==> src/common/wdg_pkg.sv <==
package wdg_pkg;

	// ---------------------------------------------
	// register map
	// ---------------------------------------------
	localparam int         ADDR_W      = 8;
	localparam logic [9:0] CTRL_INDEX  = 10'h02a;
	localparam logic [7:0] CTRL_ADDR   = 8'(CTRL_INDEX << 2);
	localparam logic [7:0] CTRL_RESET  = 8'h7f;
	localparam int         ACT_BIT     = 7;
	localparam int         TOP_BIT     = 6;
	localparam logic [1:0] RESP_OK     = 2'h0;
	localparam logic [1:0] RESP_DECERR = 2'h3;

	// ---------------------------------------------
	// timing
	// ---------------------------------------------
	localparam int DIV_DEFAULT    = 16384;
	localparam int CLK_MHZ        = 50;
	localparam int RST_PULSE_NS   = 500;
	localparam int RST_PULSE_CYC  = (RST_PULSE_NS * CLK_MHZ + 999) / 1000;
	localparam int WAKE_SHORT_CYC = 256;
	localparam int WAKE_LONG_CYC  = 4096;
	localparam int PULSE_W        = $clog2(RST_PULSE_CYC);
	localparam int DLY_W          = $clog2(WAKE_LONG_CYC);

	// ---------------------------------------------
	// states
	// ---------------------------------------------
	typedef enum logic [5:0] {
		ST_RUN       = 6'h01,
		ST_HALT_DEC  = 6'h02,
		ST_HALT_STOP = 6'h04,
		ST_ACT_HALT  = 6'h08,
		ST_DELAY     = 6'h10,
		ST_FIRE      = 6'h20
	} state_t;

endpackage

==> src/common/tick_if.sv <==
`timescale 1ns/10ps
interface tick_if;
	logic tick;
	logic hold;
	modport src (output tick, input hold);
	modport snk (input tick, output hold);
endinterface

==> src/wdg_prescaler.sv <==
`timescale 1ns/10ps
module wdg_prescaler #(
	parameter int DIV = wdg_pkg::DIV_DEFAULT
) (
	// clock, reset, enable
	input wire logic clk,
	input wire logic reset,
	input wire logic ce,
	// tick towards the counter
	tick_if.src      tk
);
	localparam int         W       = $clog2(DIV);
	localparam logic [W-1:0] LAST  = W'(DIV - 1);

	logic [W-1:0] div_ff;

	// not cleared by a register write, so the first period after a refresh varies
	always_ff @(posedge clk) begin
		if (reset) begin
			div_ff  <= '0;
			tk.tick <= 1'b0;
		end else if (ce) begin
			if (tk.hold) begin
				tk.tick <= 1'b0;
			end else if (div_ff == LAST) begin
				div_ff  <= '0;
				tk.tick <= 1'b1;
			end else begin
				div_ff  <= div_ff + 1'b1;
				tk.tick <= 1'b0;
			end
		end
	end
endmodule

==> src/wdg_top.sv <==
// Our own choice: the Avalon-MM slave port.
`timescale 1ns/10ps
module wdg_top #(
	parameter int DIV = wdg_pkg::DIV_DEFAULT
) (
	// clock, reset, enable
	input  wire logic                       CLK,
	input  wire logic                       RESET,
	input  wire logic                       CE,
	// avalon-mm slave, byte address
	input  wire logic [wdg_pkg::ADDR_W-1:0] ADDRESS,
	input  wire logic                       READ,
	input  wire logic                       WRITE,
	input  wire logic [31:0]                WRITEDATA,
	input  wire logic [3:0]                 BYTEENABLE,
	output logic      [31:0]                READDATA,
	output logic                            WAITREQUEST,
	output logic      [1:0]                 RESPONSE,
	// halt control and options
	input  wire logic                       HALT_EXEC,
	input  wire logic                       RTC_IRQ_ENABLE,
	input  wire logic                       HALT_RESET_OPTION,
	input  wire logic                       HW_WATCHDOG,
	input  wire logic                       WAKE_DELAY_LONG,
	input  wire logic                       EXT_IRQ_WAKE,
	input  wire logic                       OSC_IRQ_WAKE,
	// status
	output logic                            RESET_PIN_N,
	output logic                            HALTED
);
	localparam logic [wdg_pkg::PULSE_W-1:0] PULSE_LAST = wdg_pkg::PULSE_W'(wdg_pkg::RST_PULSE_CYC - 1);
	localparam logic [wdg_pkg::DLY_W-1:0]   DLY_SHORT  = wdg_pkg::DLY_W'(wdg_pkg::WAKE_SHORT_CYC - 1);
	localparam logic [wdg_pkg::DLY_W-1:0]   DLY_LONG   = wdg_pkg::DLY_W'(wdg_pkg::WAKE_LONG_CYC - 1);

	wdg_pkg::state_t               state_ff;
	wdg_pkg::state_t               nxt_state;
	logic [6:0]                    cnt_ff;
	logic                          activate_bit_ff;
	logic [wdg_pkg::PULSE_W-1:0]   pulse_ff;
	logic [wdg_pkg::DLY_W-1:0]     dly_ff;
	logic                          countdown_top_bit;
	logic                          armed;
	logic                          trig;
	logic                          pulse_done;
	logic                          dly_done;
	logic                          hit;
	logic                          wr_take;
	logic                          tick;

	tick_if tk ();

	wdg_prescaler #(
		.DIV (DIV)
	) u_prescaler (
		.clk   (CLK),
		.reset (RESET),
		.ce    (CE),
		.tk    (tk.src)
	);

	assign tick              = tk.tick;
	assign countdown_top_bit = cnt_ff[wdg_pkg::TOP_BIT];
	assign armed             = activate_bit_ff | HW_WATCHDOG;
	assign trig              = armed && !countdown_top_bit;
	assign pulse_done        = pulse_ff == PULSE_LAST;
	assign dly_done          = dly_ff == (WAKE_DELAY_LONG ? DLY_LONG : DLY_SHORT);
	assign hit               = ADDRESS == wdg_pkg::CTRL_ADDR;
	assign wr_take           = WRITE && !WAITREQUEST && hit && BYTEENABLE[0];

	// prescaler only runs where the counter may step
	assign tk.hold = !(state_ff == wdg_pkg::ST_RUN || state_ff == wdg_pkg::ST_HALT_DEC);

	// ---------------------------------------------
	// bus slave
	// ---------------------------------------------
	// one wait state: answer lands at the second edge, write takes effect there
	always_ff @(posedge CLK) begin
		if (RESET) begin
			WAITREQUEST <= 1'b1;
			READDATA    <= 32'h0;
			RESPONSE    <= wdg_pkg::RESP_OK;
		end else if (CE) begin
			if ((READ || WRITE) && WAITREQUEST) begin
				WAITREQUEST <= 1'b0;
				RESPONSE    <= hit ? wdg_pkg::RESP_OK : wdg_pkg::RESP_DECERR;
				READDATA    <= (READ && hit) ? {24'h0, activate_bit_ff, cnt_ff} : 32'h0;
			end else begin
				WAITREQUEST <= 1'b1;
			end
		end
	end

	// ---------------------------------------------
	// control register
	// ---------------------------------------------
	always_ff @(posedge CLK) begin
		if (RESET) begin
			cnt_ff          <= wdg_pkg::CTRL_RESET[6:0];
			activate_bit_ff <= wdg_pkg::CTRL_RESET[wdg_pkg::ACT_BIT];
		end else if (CE) begin
			if (state_ff == wdg_pkg::ST_FIRE && pulse_done) begin
				// our own reset puts the control register back to its reset image
				cnt_ff          <= wdg_pkg::CTRL_RESET[6:0];
				activate_bit_ff <= wdg_pkg::CTRL_RESET[wdg_pkg::ACT_BIT];
			end else if (wr_take) begin
				cnt_ff <= WRITEDATA[6:0];
				if (WRITEDATA[wdg_pkg::ACT_BIT]) begin
					activate_bit_ff <= 1'b1;
				end
			end else if (tick && (state_ff == wdg_pkg::ST_RUN || state_ff == wdg_pkg::ST_HALT_DEC)) begin
				cnt_ff <= cnt_ff - 7'h01;
			end
		end
	end

	// ---------------------------------------------
	// mode sequencer
	// ---------------------------------------------
	always_comb begin
		nxt_state = state_ff;
		case (state_ff)
			wdg_pkg::ST_RUN: begin
				if (trig) begin
					nxt_state = wdg_pkg::ST_FIRE;
				end else if (HALT_EXEC) begin
					if (RTC_IRQ_ENABLE) begin
						nxt_state = wdg_pkg::ST_ACT_HALT;
					end else if (HALT_RESET_OPTION) begin
						nxt_state = wdg_pkg::ST_FIRE;
					end else begin
						nxt_state = wdg_pkg::ST_HALT_DEC;
					end
				end
			end
			wdg_pkg::ST_HALT_DEC: begin
				if (EXT_IRQ_WAKE) begin
					nxt_state = wdg_pkg::ST_DELAY;
				end else if (tick) begin
					nxt_state = wdg_pkg::ST_HALT_STOP;
				end
			end
			wdg_pkg::ST_HALT_STOP: begin
				if (EXT_IRQ_WAKE) begin
					nxt_state = wdg_pkg::ST_DELAY;
				end
			end
			wdg_pkg::ST_ACT_HALT: begin
				if (OSC_IRQ_WAKE || EXT_IRQ_WAKE) begin
					nxt_state = wdg_pkg::ST_RUN;
				end
			end
			wdg_pkg::ST_DELAY: begin
				if (dly_done) begin
					nxt_state = wdg_pkg::ST_RUN;
				end
			end
			wdg_pkg::ST_FIRE: begin
				if (pulse_done) begin
					nxt_state = wdg_pkg::ST_DELAY;
				end
			end
			default: begin
				nxt_state = wdg_pkg::ST_DELAY;
			end
		endcase
	end

	// any reset, from the pin or our own, is followed by the restart delay
	always_ff @(posedge CLK) begin
		if (RESET) begin
			state_ff <= wdg_pkg::ST_DELAY;
		end else if (CE) begin
			state_ff <= nxt_state;
		end
	end

	// ---------------------------------------------
	// restart delay and reset pulse timers
	// ---------------------------------------------
	always_ff @(posedge CLK) begin
		if (RESET) begin
			dly_ff <= '0;
		end else if (CE) begin
			if (state_ff == wdg_pkg::ST_DELAY && !dly_done) begin
				dly_ff <= dly_ff + 1'b1;
			end else begin
				dly_ff <= '0;
			end
		end
	end

	always_ff @(posedge CLK) begin
		if (RESET) begin
			pulse_ff <= '0;
		end else if (CE) begin
			if (state_ff == wdg_pkg::ST_FIRE && !pulse_done) begin
				pulse_ff <= pulse_ff + 1'b1;
			end else begin
				pulse_ff <= '0;
			end
		end
	end

	// ---------------------------------------------
	// outputs
	// ---------------------------------------------
	always_ff @(posedge CLK) begin
		if (RESET) begin
			RESET_PIN_N <= 1'b1;
			HALTED      <= 1'b0;
		end else if (CE) begin
			RESET_PIN_N <= nxt_state != wdg_pkg::ST_FIRE;
			HALTED      <= nxt_state == wdg_pkg::ST_HALT_DEC || nxt_state == wdg_pkg::ST_HALT_STOP
				|| nxt_state == wdg_pkg::ST_ACT_HALT;
		end
	end
endmodule

==> config.mk <==
export PLATFORM = sky130hd
export DESIGN_NAME = wdg_top
export DESIGN_NICKNAME = d
export VERILOG_FILES = /design/src/common/wdg_pkg.sv /design/src/common/tick_if.sv /design/src/wdg_prescaler.sv /design/src/wdg_top.sv
export SDC_FILE = /design/constraint.sdc
export NUM_CORES = 1
export LEC_CHECK = 0
export BUFFER_PORTS_ARGS = -buffer_cell sky130_fd_sc_hd__buf_2
export CORE_MARGIN = 4
export CORE_UTILIZATION = 56
export CTS_BUF_LIST = sky130_fd_sc_hd__clkbuf_4 sky130_fd_sc_hd__clkbuf_8 sky130_fd_sc_hd__clkbuf_16
export DETAILED_ROUTE_END_ITERATION = 12
export HOLD_SLACK_MARGIN = 0.06
export MAX_ROUTING_LAYER = met4
export PLACE_DENSITY = 0.85
export SETUP_SLACK_MARGIN = 0.2
export SLEW_MARGIN = 25
export SYNTH_ARGS = -nofsm -noshare
export SYNTH_HDL_FRONTEND = slang
export SYNTH_SLANG_ARGS = --single-unit
export TNS_END_PERCENT = 20
==> constraint.sdc <==
create_clock -name CLK -period 5.8 [get_ports CLK]
set_clock_uncertainty 0.1 [all_clocks]
set_input_delay 0.58 -clock CLK [delete_from_list [all_inputs] [get_ports CLK]]
set_output_delay 0.58 -clock CLK [all_outputs]
set_load 0.1 [all_outputs]
==> reports/summary.md <==
The first detailed-routing pass took 4 iterations. Summing the areas of all xor and xnor instances in the mapped netlist gives 9.18% of the synthesized area. The tools report the area of combinational cells with multiple inputs as 0.00186 mm². After clock tree synthesis, the setup repair step added 0 buffers. The number of global-route vias before repair was 2647; the synthesized area divided by synthesized cell count was 8.45 µm². In the final routed layout, each cell accounts on average for 14.2 µm.

In this run switching power makes up 29.6% of total power. In the routed design, unresolved DRC markers number 0. At the worst endpoint, the required time is 5920 ps.

After synthesis the netlist holds a flip-flop and latch count of 58. The count of maximum capacitance violations was 0; the complex-gate fraction of the synthesized area was 14.7%. The tools report the setup slack of the critical path after layout as 3250 ps. During placement, the flow inserted port buffers numbering 41.

The cell area that synthesis handed to floorplanning was 0.00324 mm². The min-delay analysis places its worst path in the category register to register. Per report_power, the clock group accounts for 41.6% of the total.

The total power divided by cell area came out at 265 mW/mm². The first routing iteration left 171 violations. The endpoint type of the worst setup path was a register.

Entering global routing, the biggest net connects 36 pins. Before CTS, the worst setup slack after placement is 3150 ps. The upper clock frequency limit came out at 392 MHz.

Setup repair after global routing left no endpoint under its margin. The post-route netlist has 16.9% of its cells at a drive strength greater than 1. In this run the most critical hold path is launched from RESET_PIN_N. The wire-length estimate of the detail-placed layout is 5090 µm. The die covers 0.00708 mm². The cell depth of the worst hold path is 1.

The die width is 84.1 µm, and the final weighted congestion in routability-driven placement is 0.957. The simple logic cell fraction of the synthesized area came out at 26.5%. Setup violations remaining at the end of the flow were counted as 0. Total power for the finished layout comes to 0.944 mW. The quantity of gates resized following cts is 0.

Area overhead of the layout relative to synthesis: 9.80%. Summed over all instances, the cell type with the most area after synthesis is dfxtp_1. The die is 84.1 µm tall.

The final route contains 2813 vias. TritonCTS built the clock tree. The number of antenna violations at the first check in global routing came out at 0. The placement-stage cell area was 0.00335 mm².

The start of the worst register-to-register path is state_ff[1]. The tools report the total of warnings raised by yosys as 0. Sequential elements use 35.8% of the synthesized area. The critical setup path kind was register to register. The number of flops mapped to enable cells by yosys was 0.

For this configuration, the core starts out at a cell density of 58.2%. The hold-critical path endpoint is RESET_PIN_N. In this run, the combinational gates consume 14.7% of the power. The share of Yosys cell area claimed by the top area cell type works out to 35.8%. The synthesized netlist devotes 1.93% of its cell area to adder and majority cells.

Wires add up to 7010 µm. The total clock buffers created by CTS is 9, and the worst-case headroom to the max-slew limit is 48.0%. For this design the static power due to leakage is 1.42 nW. After routing the design area is 0.00356 mm².

The root buffer cell chosen for the clock tree is clkbuf_8. For the worst flop-to-flop path, the logic depth is 5. The run gives 340 ps as the clock latency at the later pin of the worst-skew pair. In the post-synthesis netlist, the biggest area contributors are dfxtp_1, nor2_1, buf_4, xor2_1, xnor2_1.

The final standard cell count with taps included and fillers excluded came out at 492. In this run the worst path has a maximum fanout of 12. The H-tree depth was 3; the switching component of the power was 0.279 mW. The longest clock path from root to sink contains 2 buffers.

For the pin with the worst max-slew slack, the measured transition is 776 ps. The share of cell area taken by muxes after synthesis was 2.31%; the number of top-level pins was 93. Fraction of registers with async set or reset after synthesis: 0%. For this run, the leading register cell type out of synthesis is dfxtp_1. The combinational family with the most area after synthesis is simple AND/OR/NAND/NOR gates. Sequential cells account for 43.7% of the total power. Registers take 0.00116 mm². After clock tree synthesis, the clock-pin slew on the worst setup and hold paths is 70 ps. For the finished layout, the period the worst path requires is 2550 ps. The tools report the number of buffers inserted by hold repair at cts as 0. For the antenna diode count, the log shows 0. The instance count of the mapped netlist is 384, and the overall overflow remaining after global route is 0.

After synthesis, the netlist uses 57 different library cells. The floorplan has 27 rows. The final setup TNS is 0 ps. Final net count: 476. Data on the critical path arrives at its endpoint at 2670 ps. For the number of hold violations in the final report, the log shows 0. The final count of pins violating max slew was 0; the cell internal power dissipation was 0.664 mW. The run gives 11900 µm as the global-route wire length before repair. Across all register-to-register paths, the minimum setup slack is 3250 ps.

Critical path launch point type: a register. The clock drives 58 sinks. In this run the critical register-to-register path is captured at cnt_ff[1].

The post-detailed-route via-to-cell ratio is 5.72, and the worst ir drop on vdd is 0.196 mV. The region available for standard cell placement spans 0.00557 mm². The instance count after placement with tap cells included was 476; the remaining antenna violation count after routing was 0. The run finished with clean final reports. Number of inserted filler cells in the final layout: 456. The final period utilization works out to 44.0%. For this run, the total global-route usage over all layers was measured as 21.0%.
==> metal layers <==
metal | global-route usage, % | wire length [µm]
met5 | - | 0
met4 | 7.89 | 83
met3 | 5.82 | 474
met2 | 34.6 | 3560
met1 | 24.3 | 2880
==> cells by family (layout without fill, tap and decap cells) <==
kind of cell,Yosys count,count (layout)
AOI/OAI and AO/OA,66,66
DFF,58,58
and+or+nand+nor,161,161
muxes,6,6
other,1,24
buffers and inverters,53,66
adders and majority gates,5,5
xor gates and xnor gates,34,34
==> cells in the final DEF (no fill, tap or decap), drive strengths merged, types with 5 or more instances in the layout <==
cell type | netlist | layout
a211oi | 7 | 7
clkbuf | 11 | 14
nor4 | 11 | 11
nor2 | 54 | 54
nor3 | 13 | 13
conb | 1 | 24
nand3 | 10 | 10
and2 | 5 | 5
nand4 | 12 | 12
and4 | 6 | 6
a31oi | 5 | 5
xor2 | 18 | 18
xnor2 | 16 | 16
a22oi | 9 | 9
nand2 | 23 | 23
buf | 33 | 41
o21bai | 8 | 8
inv | 9 | 9
a21oi | 8 | 8
o21ai | 5 | 5
ha | 5 | 5
dfxtp | 58 | 58
==> power by group through the flow <==
stage | logic, mW | registers, mW | clock network [mW]
2_1_floorplan | 0.124 | 0.427 | 0
3_3_place_gp | 0.136 | 0.420 | 0
3_5_place_dp | 0.138 | 0.421 | 0
4_1_cts | 0.138 | 0.412 | 0.402
5_1_grt | 0.146 | 0.413 | 0.415
6_report | 0.139 | 0.412 | 0.393
==> sequential cells by signal (all words and copies together) (netlist names) <==
register and count:
activate_bit_ff 1, cnt_ff 7, u_prescaler.div_ff 14, pulse_ff 5, WAITREQUEST 1, state_ff 6
READDATA 8, HALTED 1, dly_ff 12, RESET_PIN_N 1, u_prescaler.tk.tick 1, RESPONSE 1
==> cell type report <==
| type | count | area share [%] |
|---|---|---|
| clock inverters | 2 | 0.983 |
| inverters | 9 | 0.948 |
| well taps | 72 | 2.53 |
| multi-input cells | 296 | 52.3 |
| repair buffers | 41 | 5.76 |
| clock buffers | 14 | 4.88 |
| flip-flops and latches | 58 | 32.6 |
==> through the flow <==
stage                     hold WS (ps)  utilization [%]
after detailed placement           350             60.2
after global placement             346             60.2
after CTS                          363             63.9
after global routing               372             63.9
final                              361             63.9
after floorplan                    365                -
==> cells in the mapped netlist, types with 10 or more instances <==
master / number
dfxtp_1: 58
nor2_1: 54
buf_4: 25
nand2_1: 23
xor2_1: 18
xnor2_1: 16
nand4_1: 12
clkbuf_1: 11
nor3_1: 11
nand3_1: 10
nor4_1: 10
==> how the worst max path moves through the flow <==
stage,from,endpoint,cells after the start
2_1_floorplan,ADDRESS[1],cnt_ff[2],6
3_3_place_gp,ADDRESS[1],cnt_ff[4],6
3_5_place_dp,ADDRESS[1],cnt_ff[4],6
4_1_cts,state_ff[1],cnt_ff[1],5
5_1_grt,state_ff[1],cnt_ff[1],5
6_report,state_ff[1],cnt_ff[1],5
==> critical path, cell delays in order, from the launching register on <==
cell      delay (ps)
dfxtp_1          450
or4_4            600
nor3_2           630
o21ai_2          210
a221oi_1         360
o21bai_1          90
No activity file was read; power rests on OpenSTA's default activity.
